--- src/inc/alu_decode_consts.vh ---
/*
 Constants for the arithmetic and logic opcode decoder: states, forms, kinds, field codes.
 Assumes inclusion by bare name from a file that uses these macros.
*/
// Operation
// - Sum: 000000dw with mod-reg-r/m, 100000sw /000 with immediate, 0000010w with data.
// - Sum with carry: 000100dw, 100000sw /010, accumulator 0001010w.
// - Difference: 001010dw, 100000sw /101, accumulator 0010110w.
// - Difference with borrow: 000110dw, 100000sw /011, accumulator 0001110w.
// - Compare: 001110dw, 100000sw /111, 0011110w; flags only, no result written.
// - Immediate forms 100000sw take a second data byte only when s:w is 01.
// - Plus one: 1111111w /000 with r/m, or one-byte 01000 plus register.
// - Minus one: 1111111w /001 or 01001 plus register; sign flip: 1111011w /011.
// - Byte 00110111 is ascii fix after sum, 00100111 bcd fix after sum.
// - Byte 00111111 is ascii fix after difference, 00101111 bcd fix after difference.
// - 1111011w /100 unsigned product, /101 signed product, multiplier from r/m.
// - 1111011w /110 unsigned quotient, /111 signed quotient, divisor from r/m.
// - 11010100 00001010 and 11010101 00001010 are two-byte ascii fixes.
// - Byte 10011000 extends byte to word, 10011001 word to double.
// - 110100vw middle field selects shift or rotate kind.
// - Conjunction: 001000dw, 1000000w /100 with data, accumulator 0010010w.
// - Flag-only conjunction: 1000010w, 1111011w /000 with data, 1010100w.
// - Disjunction 000010dw, /001, 0000110w; exclusive 001100dw, /110, 0011010w.
// - Direction bit 1 makes the reg field the destination, 0 the source.
// - Word bit 1 means 16-bit operands, 0 means 8-bit operands.
// - With s:w equal 11 the single data byte is sign extended.
// - Shift count is one when v is 0, from the count register when 1.
`ifndef ALU_DECODE_CONSTS_VH
`define ALU_DECODE_CONSTS_VH

`define ST_IDLE 3'h0
`define ST_MODRM 3'h1
`define ST_DISP 3'h2
`define ST_IMM 3'h3
`define ST_SECOND 3'h4

`define FORM_PASS 4'h0
`define FORM_MODRM 4'h1
`define FORM_ACC 4'h2
`define FORM_ONE 4'h3
`define FORM_REG 4'h4
`define FORM_GRP_IMM 4'h5
`define FORM_GRP_UNARY 4'h6
`define FORM_GRP_STEP 4'h7
`define FORM_SHIFT 4'h8
`define FORM_TWO 4'h9

`define OP_NONE 6'h00
`define OP_SUM_PLAIN 6'h01
`define OP_SUM_WITH_CARRY 6'h02
`define OP_DIFFERENCE_PLAIN 6'h03
`define OP_DIFFERENCE_WITH_BORROW 6'h04
`define OP_COMPARE_FLAGS_ONLY 6'h05
`define OP_PLUS_ONE 6'h06
`define OP_MINUS_ONE 6'h07
`define OP_SIGN_FLIP 6'h08
`define OP_ASCII_FIX_AFTER_SUM 6'h09
`define OP_BCD_FIX_AFTER_SUM 6'h0A
`define OP_ASCII_FIX_AFTER_DIFFERENCE 6'h0B
`define OP_BCD_FIX_AFTER_DIFFERENCE 6'h0C
`define OP_UNSIGNED_PRODUCT 6'h0D
`define OP_SIGNED_PRODUCT 6'h0E
`define OP_UNSIGNED_QUOTIENT 6'h0F
`define OP_SIGNED_QUOTIENT 6'h10
`define OP_ASCII_FIX_AFTER_PRODUCT 6'h11
`define OP_ASCII_FIX_BEFORE_QUOTIENT 6'h12
`define OP_BYTE_TO_WORD_EXTEND 6'h13
`define OP_WORD_TO_DOUBLE_EXTEND 6'h14
`define OP_BITWISE_INVERT 6'h15
`define OP_LEFT_SHIFT 6'h16
`define OP_LOGICAL_RIGHT_SHIFT 6'h17
`define OP_ARITH_RIGHT_SHIFT 6'h18
`define OP_LEFT_ROTATE 6'h19
`define OP_RIGHT_ROTATE 6'h1A
`define OP_LEFT_ROTATE_THROUGH_CARRY 6'h1B
`define OP_RIGHT_ROTATE_THROUGH_CARRY 6'h1C
`define OP_BITWISE_CONJUNCTION 6'h1D
`define OP_FLAG_ONLY_CONJUNCTION 6'h1E
`define OP_BITWISE_DISJUNCTION 6'h1F
`define OP_BITWISE_EXCLUSIVE_DISJUNCTION 6'h20

`define ADJUST_SECOND_BYTE 8'h0A
`define MOD_REGISTER 2'h3
`define MOD_DISP8 2'h1
`define MOD_DISP16 2'h2
`define RM_DIRECT 3'h6

`endif

--- src/arith_logic_opcode_decoder.v ---
/*
 Decoder for the arithmetic and logic instruction group: walks opcode, mod-reg-r/m,
 displacement and immediate bytes and reports the decoded operation once complete.
 Assumes the prefetch queue presents one byte per cycle with byteValid, synchronous
 to clk, and that every valid byte is taken; bytes outside the group are handed on.
*/
`timescale 1ns/100ps
`include "alu_decode_consts.vh"

module arith_logic_opcode_decoder (
	// Clock and reset
	input wire clk,
	input wire rstn,
	// Byte stream from the prefetch queue
	input wire byteValid,
	input wire [7:0] byteIn,
	// Decoded instruction
	output wire instValid,
	output wire [5:0] opKind,
	output wire wordSize,
	output wire directionToReg,
	output wire signExtendImm,
	output wire countFromCl,
	output wire flagsOnly,
	output wire accForm,
	output wire regForm,
	output wire hasModrm,
	output wire [1:0] modField,
	output wire [2:0] regField,
	output wire [2:0] rmField,
	output wire [15:0] dispWord,
	output wire [15:0] immWord,
	output wire [1:0] immCount,
	// Hand-off of foreign bytes
	output wire passValid,
	output wire [1:0] passCount,
	output wire [7:0] passByte0,
	output wire [7:0] passByte1
);

	reg [2:0] stReg;
	reg [3:0] formReg;
	reg [5:0] opReg;
	reg [7:0] firstReg;
	reg [7:0] modrmReg;
	reg wReg;
	reg dReg;
	reg sReg;
	reg vReg;
	reg [1:0] dispLeftReg;
	reg [1:0] dispTotalReg;
	reg [1:0] immLeftReg;
	reg [1:0] immTotalReg;
	reg [15:0] dispReg;
	reg [15:0] immReg;
	reg doneReg;
	reg flagsReg;
	reg passReg;
	reg [1:0] passCntReg;

	reg [9:0] firstDec;
	reg [5:0] opNext;
	reg finishNow;
	reg passNow;
	reg [1:0] dispCnt;
	reg [1:0] immCnt;

	function [5:0] aluOp;
		input [2:0] mid;
		begin
			case (mid)
				3'h0: aluOp = `OP_SUM_PLAIN;
				3'h1: aluOp = `OP_BITWISE_DISJUNCTION;
				3'h2: aluOp = `OP_SUM_WITH_CARRY;
				3'h3: aluOp = `OP_DIFFERENCE_WITH_BORROW;
				3'h4: aluOp = `OP_BITWISE_CONJUNCTION;
				3'h5: aluOp = `OP_DIFFERENCE_PLAIN;
				3'h6: aluOp = `OP_BITWISE_EXCLUSIVE_DISJUNCTION;
				default: aluOp = `OP_COMPARE_FLAGS_ONLY;
			endcase
		end
	endfunction

	// Form and kind from the opcode byte alone
	function [9:0] firstDecode;
		input [7:0] b;
		begin
			casez (b)
				8'b00???0??: firstDecode = {`FORM_MODRM, aluOp(b[5:3])};
				8'b00???10?: firstDecode = {`FORM_ACC, aluOp(b[5:3])};
				8'b00110111: firstDecode = {`FORM_ONE, `OP_ASCII_FIX_AFTER_SUM};
				8'b00100111: firstDecode = {`FORM_ONE, `OP_BCD_FIX_AFTER_SUM};
				8'b00111111: firstDecode = {`FORM_ONE, `OP_ASCII_FIX_AFTER_DIFFERENCE};
				8'b00101111: firstDecode = {`FORM_ONE, `OP_BCD_FIX_AFTER_DIFFERENCE};
				8'b01000???: firstDecode = {`FORM_REG, `OP_PLUS_ONE};
				8'b01001???: firstDecode = {`FORM_REG, `OP_MINUS_ONE};
				8'b100000??: firstDecode = {`FORM_GRP_IMM, `OP_NONE};
				8'b1000010?: firstDecode = {`FORM_MODRM, `OP_FLAG_ONLY_CONJUNCTION};
				8'b1010100?: firstDecode = {`FORM_ACC, `OP_FLAG_ONLY_CONJUNCTION};
				8'b1111011?: firstDecode = {`FORM_GRP_UNARY, `OP_NONE};
				8'b1111111?: firstDecode = {`FORM_GRP_STEP, `OP_NONE};
				8'b110100??: firstDecode = {`FORM_SHIFT, `OP_NONE};
				8'b11010100: firstDecode = {`FORM_TWO, `OP_ASCII_FIX_AFTER_PRODUCT};
				8'b11010101: firstDecode = {`FORM_TWO, `OP_ASCII_FIX_BEFORE_QUOTIENT};
				8'b10011000: firstDecode = {`FORM_ONE, `OP_BYTE_TO_WORD_EXTEND};
				8'b10011001: firstDecode = {`FORM_ONE, `OP_WORD_TO_DOUBLE_EXTEND};
				default: firstDecode = {`FORM_PASS, `OP_NONE};
			endcase
		end
	endfunction

	// Kind selected by the middle field of the second byte
	function [5:0] groupOp;
		input [3:0] form;
		input [5:0] cur;
		input [2:0] mid;
		begin
			case (form)
				`FORM_GRP_IMM: groupOp = aluOp(mid);
				`FORM_GRP_UNARY: begin
					case (mid)
						3'h0: groupOp = `OP_FLAG_ONLY_CONJUNCTION;
						3'h2: groupOp = `OP_BITWISE_INVERT;
						3'h3: groupOp = `OP_SIGN_FLIP;
						3'h4: groupOp = `OP_UNSIGNED_PRODUCT;
						3'h5: groupOp = `OP_SIGNED_PRODUCT;
						3'h6: groupOp = `OP_UNSIGNED_QUOTIENT;
						3'h7: groupOp = `OP_SIGNED_QUOTIENT;
						default: groupOp = `OP_NONE;
					endcase
				end
				`FORM_GRP_STEP: begin
					case (mid)
						3'h0: groupOp = `OP_PLUS_ONE;
						3'h1: groupOp = `OP_MINUS_ONE;
						default: groupOp = `OP_NONE;
					endcase
				end
				`FORM_SHIFT: begin
					case (mid)
						3'h0: groupOp = `OP_LEFT_ROTATE;
						3'h1: groupOp = `OP_RIGHT_ROTATE;
						3'h2: groupOp = `OP_LEFT_ROTATE_THROUGH_CARRY;
						3'h3: groupOp = `OP_RIGHT_ROTATE_THROUGH_CARRY;
						3'h4: groupOp = `OP_LEFT_SHIFT;
						3'h5: groupOp = `OP_LOGICAL_RIGHT_SHIFT;
						3'h7: groupOp = `OP_ARITH_RIGHT_SHIFT;
						default: groupOp = `OP_NONE;
					endcase
				end
				default: groupOp = cur;
			endcase
		end
	endfunction

	// Completion, hand-off and byte counts for the current byte
	always @* begin
		firstDec = firstDecode(byteIn);
		opNext = opReg;
		finishNow = 1'b0;
		passNow = 1'b0;
		dispCnt = 2'h0;
		immCnt = 2'h0;
		case (stReg)
			`ST_IDLE: begin
				if (byteValid) begin
					opNext = firstDec[5:0];
					if (firstDec[9:6] == `FORM_ONE || firstDec[9:6] == `FORM_REG)
						finishNow = 1'b1;
					if (firstDec[9:6] == `FORM_PASS)
						passNow = 1'b1;
				end
			end
			`ST_MODRM: begin
				if (byteValid) begin
					opNext = groupOp(formReg, opReg, byteIn[5:3]);
					if (byteIn[7:6] == `MOD_DISP8)
						dispCnt = 2'h1;
					else if (byteIn[7:6] == `MOD_DISP16)
						dispCnt = 2'h2;
					else if (byteIn[7:6] == 2'h0 && byteIn[2:0] == `RM_DIRECT)
						dispCnt = 2'h2;
					if (formReg == `FORM_GRP_IMM)
						immCnt = ({sReg, wReg} == 2'b01) ? 2'h2 : 2'h1;
					else if (formReg == `FORM_GRP_UNARY && byteIn[5:3] == 3'h0)
						immCnt = wReg ? 2'h2 : 2'h1;
					if (opNext == `OP_NONE)
						passNow = 1'b1;
					else if (dispCnt == 2'h0 && immCnt == 2'h0)
						finishNow = 1'b1;
				end
			end
			`ST_DISP: begin
				if (byteValid && dispLeftReg == 2'h1 && immLeftReg == 2'h0)
					finishNow = 1'b1;
			end
			`ST_IMM: begin
				if (byteValid && immLeftReg == 2'h1)
					finishNow = 1'b1;
			end
			`ST_SECOND: begin
				if (byteValid) begin
					if (byteIn == `ADJUST_SECOND_BYTE)
						finishNow = 1'b1;
					else
						passNow = 1'b1;
				end
			end
			default: begin
				finishNow = 1'b0;
			end
		endcase
	end

	always @(posedge clk or negedge rstn) begin
		if (!rstn) begin
			stReg <= `ST_IDLE;
			formReg <= `FORM_PASS;
			opReg <= `OP_NONE;
			firstReg <= 8'h00;
			modrmReg <= 8'h00;
			wReg <= 1'b0;
			dReg <= 1'b0;
			sReg <= 1'b0;
			vReg <= 1'b0;
			dispLeftReg <= 2'h0;
			dispTotalReg <= 2'h0;
			immLeftReg <= 2'h0;
			immTotalReg <= 2'h0;
			dispReg <= 16'h0000;
			immReg <= 16'h0000;
			doneReg <= 1'b0;
			flagsReg <= 1'b0;
			passReg <= 1'b0;
			passCntReg <= 2'h0;
		end else begin
			doneReg <= finishNow;
			passReg <= passNow;
			opReg <= opNext;
			if (finishNow) begin
				flagsReg <= (opNext == `OP_COMPARE_FLAGS_ONLY) ||
					(opNext == `OP_FLAG_ONLY_CONJUNCTION);
				stReg <= `ST_IDLE;
			end
			case (stReg)
				`ST_IDLE: begin
					if (byteValid) begin
						firstReg <= byteIn;
						formReg <= firstDec[9:6];
						modrmReg <= 8'h00;
						dispReg <= 16'h0000;
						immReg <= 16'h0000;
						dispTotalReg <= 2'h0;
						immTotalReg <= 2'h0;
						passCntReg <= 2'h1;
						// Register form carries its register in the low bits, always a word
						wReg <= (firstDec[9:6] == `FORM_REG) ? 1'b1 : byteIn[0];
						dReg <= (firstDec[9:6] == `FORM_MODRM) ? byteIn[1] : 1'b0;
						sReg <= (firstDec[9:6] == `FORM_GRP_IMM) ? byteIn[1] : 1'b0;
						vReg <= (firstDec[9:6] == `FORM_SHIFT) ? byteIn[1] : 1'b0;
						if (firstDec[9:6] == `FORM_REG)
							modrmReg <= {`MOD_REGISTER, 3'h0, byteIn[2:0]};
						case (firstDec[9:6])
							`FORM_MODRM, `FORM_GRP_IMM, `FORM_GRP_UNARY,
							`FORM_GRP_STEP, `FORM_SHIFT: stReg <= `ST_MODRM;
							`FORM_TWO: stReg <= `ST_SECOND;
							`FORM_ACC: begin
								stReg <= `ST_IMM;
								immLeftReg <= byteIn[0] ? 2'h2 : 2'h1;
								immTotalReg <= byteIn[0] ? 2'h2 : 2'h1;
							end
							default: stReg <= `ST_IDLE;
						endcase
					end
				end
				`ST_MODRM: begin
					if (byteValid) begin
						modrmReg <= byteIn;
						dispLeftReg <= dispCnt;
						dispTotalReg <= dispCnt;
						immLeftReg <= immCnt;
						immTotalReg <= immCnt;
						if (passNow) begin
							passCntReg <= 2'h2;
							stReg <= `ST_IDLE;
						end else if (!finishNow)
							stReg <= (dispCnt != 2'h0) ? `ST_DISP : `ST_IMM;
					end
				end
				`ST_DISP: begin
					if (byteValid) begin
						// Displacement precedes data; short form is sign extended
						if (dispLeftReg == dispTotalReg)
							dispReg <= {(modrmReg[7:6] == `MOD_DISP8) ?
								{8{byteIn[7]}} : 8'h00, byteIn};
						else
							dispReg[15:8] <= byteIn;
						dispLeftReg <= dispLeftReg - 2'h1;
						if (dispLeftReg == 2'h1 && !finishNow)
							stReg <= `ST_IMM;
					end
				end
				`ST_IMM: begin
					if (byteValid) begin
						if (immLeftReg == immTotalReg)
							immReg <= {({sReg, wReg} == 2'b11) ?
								{8{byteIn[7]}} : 8'h00, byteIn};
						else
							immReg[15:8] <= byteIn;
						immLeftReg <= immLeftReg - 2'h1;
					end
				end
				`ST_SECOND: begin
					if (byteValid) begin
						modrmReg <= byteIn;
						passCntReg <= 2'h2;
						stReg <= `ST_IDLE;
					end
				end
				default: begin
					stReg <= `ST_IDLE;
				end
			endcase
		end
	end

	assign instValid = doneReg;
	assign opKind = opReg;
	assign wordSize = wReg;
	assign directionToReg = dReg;
	assign signExtendImm = sReg;
	assign countFromCl = vReg;
	assign flagsOnly = flagsReg;
	assign accForm = (formReg == `FORM_ACC);
	assign regForm = (formReg == `FORM_REG);
	assign hasModrm = (formReg != `FORM_ACC) && (formReg != `FORM_ONE) &&
		(formReg != `FORM_REG) && (formReg != `FORM_TWO) && (formReg != `FORM_PASS);
	assign modField = modrmReg[7:6];
	assign regField = modrmReg[5:3];
	assign rmField = modrmReg[2:0];
	assign dispWord = dispReg;
	assign immWord = immReg;
	assign immCount = immTotalReg;
	assign passValid = passReg;
	assign passCount = passCntReg;
	assign passByte0 = firstReg;
	assign passByte1 = modrmReg;

endmodule // arith_logic_opcode_decoder

--- config.mk ---
export PLATFORM = sky130hd
export DESIGN_NAME = arith_logic_opcode_decoder
export DESIGN_NICKNAME = d
export VERILOG_FILES = /design/src/arith_logic_opcode_decoder.v
export VERILOG_INCLUDE_DIRS = /design/src /design/src/inc
export SDC_FILE = /design/constraint.sdc
export NUM_CORES = 1
export LEC_CHECK = 0
export ABC_AREA = 1
export BUFFER_PORTS_ARGS = -buffer_cell sky130_fd_sc_hd__buf_2
export CORE_MARGIN = 4
export CORE_UTILIZATION = 55
export CTS_BUF_LIST = sky130_fd_sc_hd__clkbuf_8 sky130_fd_sc_hd__clkbuf_16
export DETAILED_ROUTE_END_ITERATION = 10
export PLACE_DENSITY = 0.77
export SETUP_SLACK_MARGIN = 0.02
export SLEW_MARGIN = 5
export SYNTH_ARGS = -nofsm -noshare
export SYNTH_HDL_FRONTEND = slang
export SYNTH_SLANG_ARGS = --single-unit
export TNS_END_PERCENT = 100
--- constraint.sdc ---
create_clock -name clk -period 2 [get_ports clk]
set_input_delay 0.2 -clock clk [delete_from_list [all_inputs] [get_ports clk]]
set_output_delay 0.2 -clock clk [all_outputs]
set_load 0.05 [all_outputs]
==> flow_summary.ini <==
[synthesis]
async_flop_share_pct = 100.0
synth-edff-count = 0
ys_ff_latch = 78
synth.avg_cell_area_sq_um = 7.270
ys_seq_area_share_pct = 43.44
synth_area_sq_um = 4493
syn-num-nets = 632
ys_types = 40
synth_top_area_cell = dfrtp_1
yosysMostFrequentCell = nand2_1
yosysTopAreaCellShare_pct = 43.44
yosys-top-cells-area = dfrtp_1, nand2_1, nand3_1
yosys_warnings = 0
syn_inst = 618
ys.flop_type = dfrtp_1
synthTopCellsByCount = nand2_1, dfrtp_1, nor2_1

[setup_path]
crit_path_top_delay_cell = dfrtp_1
crit_chain = inv_2 -> nand2_2 -> nor2_4 -> nand2_2 -> nand3_2 -> nor2_4 -> buf_4 -> buf_4 -> nor2_2 -> a21oi_2 -> nand2_1 -> nor2_1 -> nand3_1 -> nand2_1 -> nand2_1 -> nand2_1
critPathMostFrequentCell = nand2_1
path_class = reg2reg
cp.arrival_ns = 2.23
cp_max_fo = 5
max_stage_delay_ns = 0.44
crit_buf_inv = 3
end_kind = flip-flop
startpoint_type = flip-flop
cp_top_family = simple AND/OR/NAND/NOR gates
required_ns = 2.25

[cells_and_area]
layout-drive-gt1-share_pct = 34.55
diodes = 0
fin_nets = 773
post-route-util_pct = 75.73
syn_to_final_growth_pct = 32.28
final_area_sq_um = 5943
nFillCells = 614

[timing]
timing.hold.ws_ns = 0.1850
finalHoldViolations = 0
fmax_ghz = 0.5071
rsz0062_at_grt = true
fin_crit_sh_pct = 98.60
maxSlewViolCount = 0
period_minus_slack_ns = 1.972
fin_tns_setup_ns = 0
slew_headroom_pct = 62.11
setup_viol = 0
finClkSkew_ns = 0.01526
tightest_slew_ns = 0.5645

[floorplanning]
dieArea_sq_um = 9680
fp-row-count = 32
die_w_um = 98.39
ioPinCount = 87
core_sq_um = 7848
fp.dieH_um = 98.39
start_util_pct = 57.25

[pwr]
p_total_mw = 10.69
vdd_ir_drop_max_mv = 0.9607
power.leakage_nw = 3.222
p_per_area_nw_per_um2 = 1800

[outcome]
outcome = finished clean

[cts]
cts_htree_levels = 3
cts_num_sinks = 78
cts_tree = yes
numCtsBuffers = 9
clkTransAtPathRegs_ns = 0.09
ctsRootBufferMaster = clkbuf_8
clock_latency_ns = 0.36
cts_max_path_buffers = 2

[place]
placed_cell_area_sq_um = 5370
place_hpwl_um = 11450
io_buffers = 86
place_congestion = 0.9827

[detailed_routing]
route.antenna.remaining_nets = 0
drt_first_pass_iters = 5
route.vias.total = 5036
drt_iter0_markers = 536
remaining_drc_errors = 0
avgViaCountPerCell = 5.815
wl_per_cell_um = 17.56
wirelength_um = 15200

[run]
maxCapViolCount = 0

[global_routing]
antenna_found_initial = 0
grt_pass1_vias = 4774
grt-ovfl-total = 0
grt_pass1_wl_um = 24180
track_usage_pct = 30.85
grt_max_degree = 41

[min_path]
hp-class = in2reg
## report_power, final
part | internal, mW | switching [mW] | total (mW)
Combinational | 1.77 | 4.94 | 6.71
Sequential | 2.23 | 0.464 | 2.70
Clock | 0.657 | 0.638 | 1.29
## tightest hold or removal path, cell delays in order
cell	delay, ns
buf_2	0.15
nand2_1	0.10
a21oi_1	0.06
## cell type report
class | instances | area, sq um | area share [%]
Multi-Input combinational cell | 455 | 2436 | 40.99
Sequential cell | 78 | 1954 | 32.88
Timing Repair Buffer | 156 | 980.9 | 16.51
Inverter | 59 | 229.0 | 3.853
Clock buffer | 11 | 151.4 | 2.547
Tap cell | 102 | 127.6 | 2.147
Clock inverter | 5 | 63.81 | 1.074
## repair_timing
| item | in CTS | in global routing |
|---|---|---|
| endpoints found under the setup margin | 3 | 41 |
| pin swaps | 4 | 24 |
| buffers inserted | 3 | 4 |
| endpoints found under the hold margin | 28 | 0 |
| gates resized for setup | 5 | 84 |
| hold buffers | 1 | 0 |
| gates cloned | 0 | 1 |
## cells by family (layout without fill, tap and decap cells)
family / after synthesis / count (layout) / share of synthesized area, %
and+or+nand+nor: 345 / 345 / 32.78
AOI/OAI and AO/OA: 102 / 103 / 13.26
DFF: 78 / 78 / 43.44
adders and majority gates: 3 / 3 / 0.8355
buffers and inverters: 86 / 231 / 8.911
xor gates and xnor gates: 4 / 4 / 0.7796
## metrics by stage
stage | setup WS, ns | std cells
after floorplan | 0.1863 | 618
after global placement | -0.1365 | 843
after detailed placement | -0.1384 | 843
after CTS | 0.01050 | 863
after global routing | -0.1554 | 866
final | 0.02804 | 866
## cells in the final DEF (no fill, tap or decap), drive strengths merged, types with 4 or more instances in the layout
cell,n
nor2,81
a21oi,22
o22ai,4
nor3,10
o21ai,57
nand4,6
o31ai,9
xnor2,4
buf,155
nand3,67
inv,59
nand2,179
dfrtp,78
clkbuf,11
## registers in the layout (all words and copies together) (netlist names), 3 cells and up
register / count
dispWord: 16
immWord: 16
passByte0: 8
passByte1: 8
opKind: 6
formReg: 4
stReg: 3
## routing by layer
metal | part of all wire (%) | GRT usage (%) | up-vias
met5 | 0 | 0 | -
met4 | 2.1 | 8.088 | 0
met3 | 7.2 | 4.500 | 32
met2 | 48 | 51.48 | 248
met1 | 43 | 42.25 | 2451
li1 | - | - | 2305
## worst paths after layout
kind / startpoint / endpoint / slack [ns] / cells past startpoint
setup / recovery: formReg[0] / flagsOnly / 0.03 / 16
hold / removal: byteIn[2] / immWord[2] / 0.19 / 3
setup reg to reg: formReg[0] / flagsOnly / 0.03 / 16
hold reg to reg: dispWord[1] / dispWord[1] / 0.49 / 2
max in group asynchronous: rstn / passByte0[0] / 1.07 / 3
min in group asynchronous: rstn / dispWord[5] / 0.33 / 2
Power figures use the tool's default switching activity.
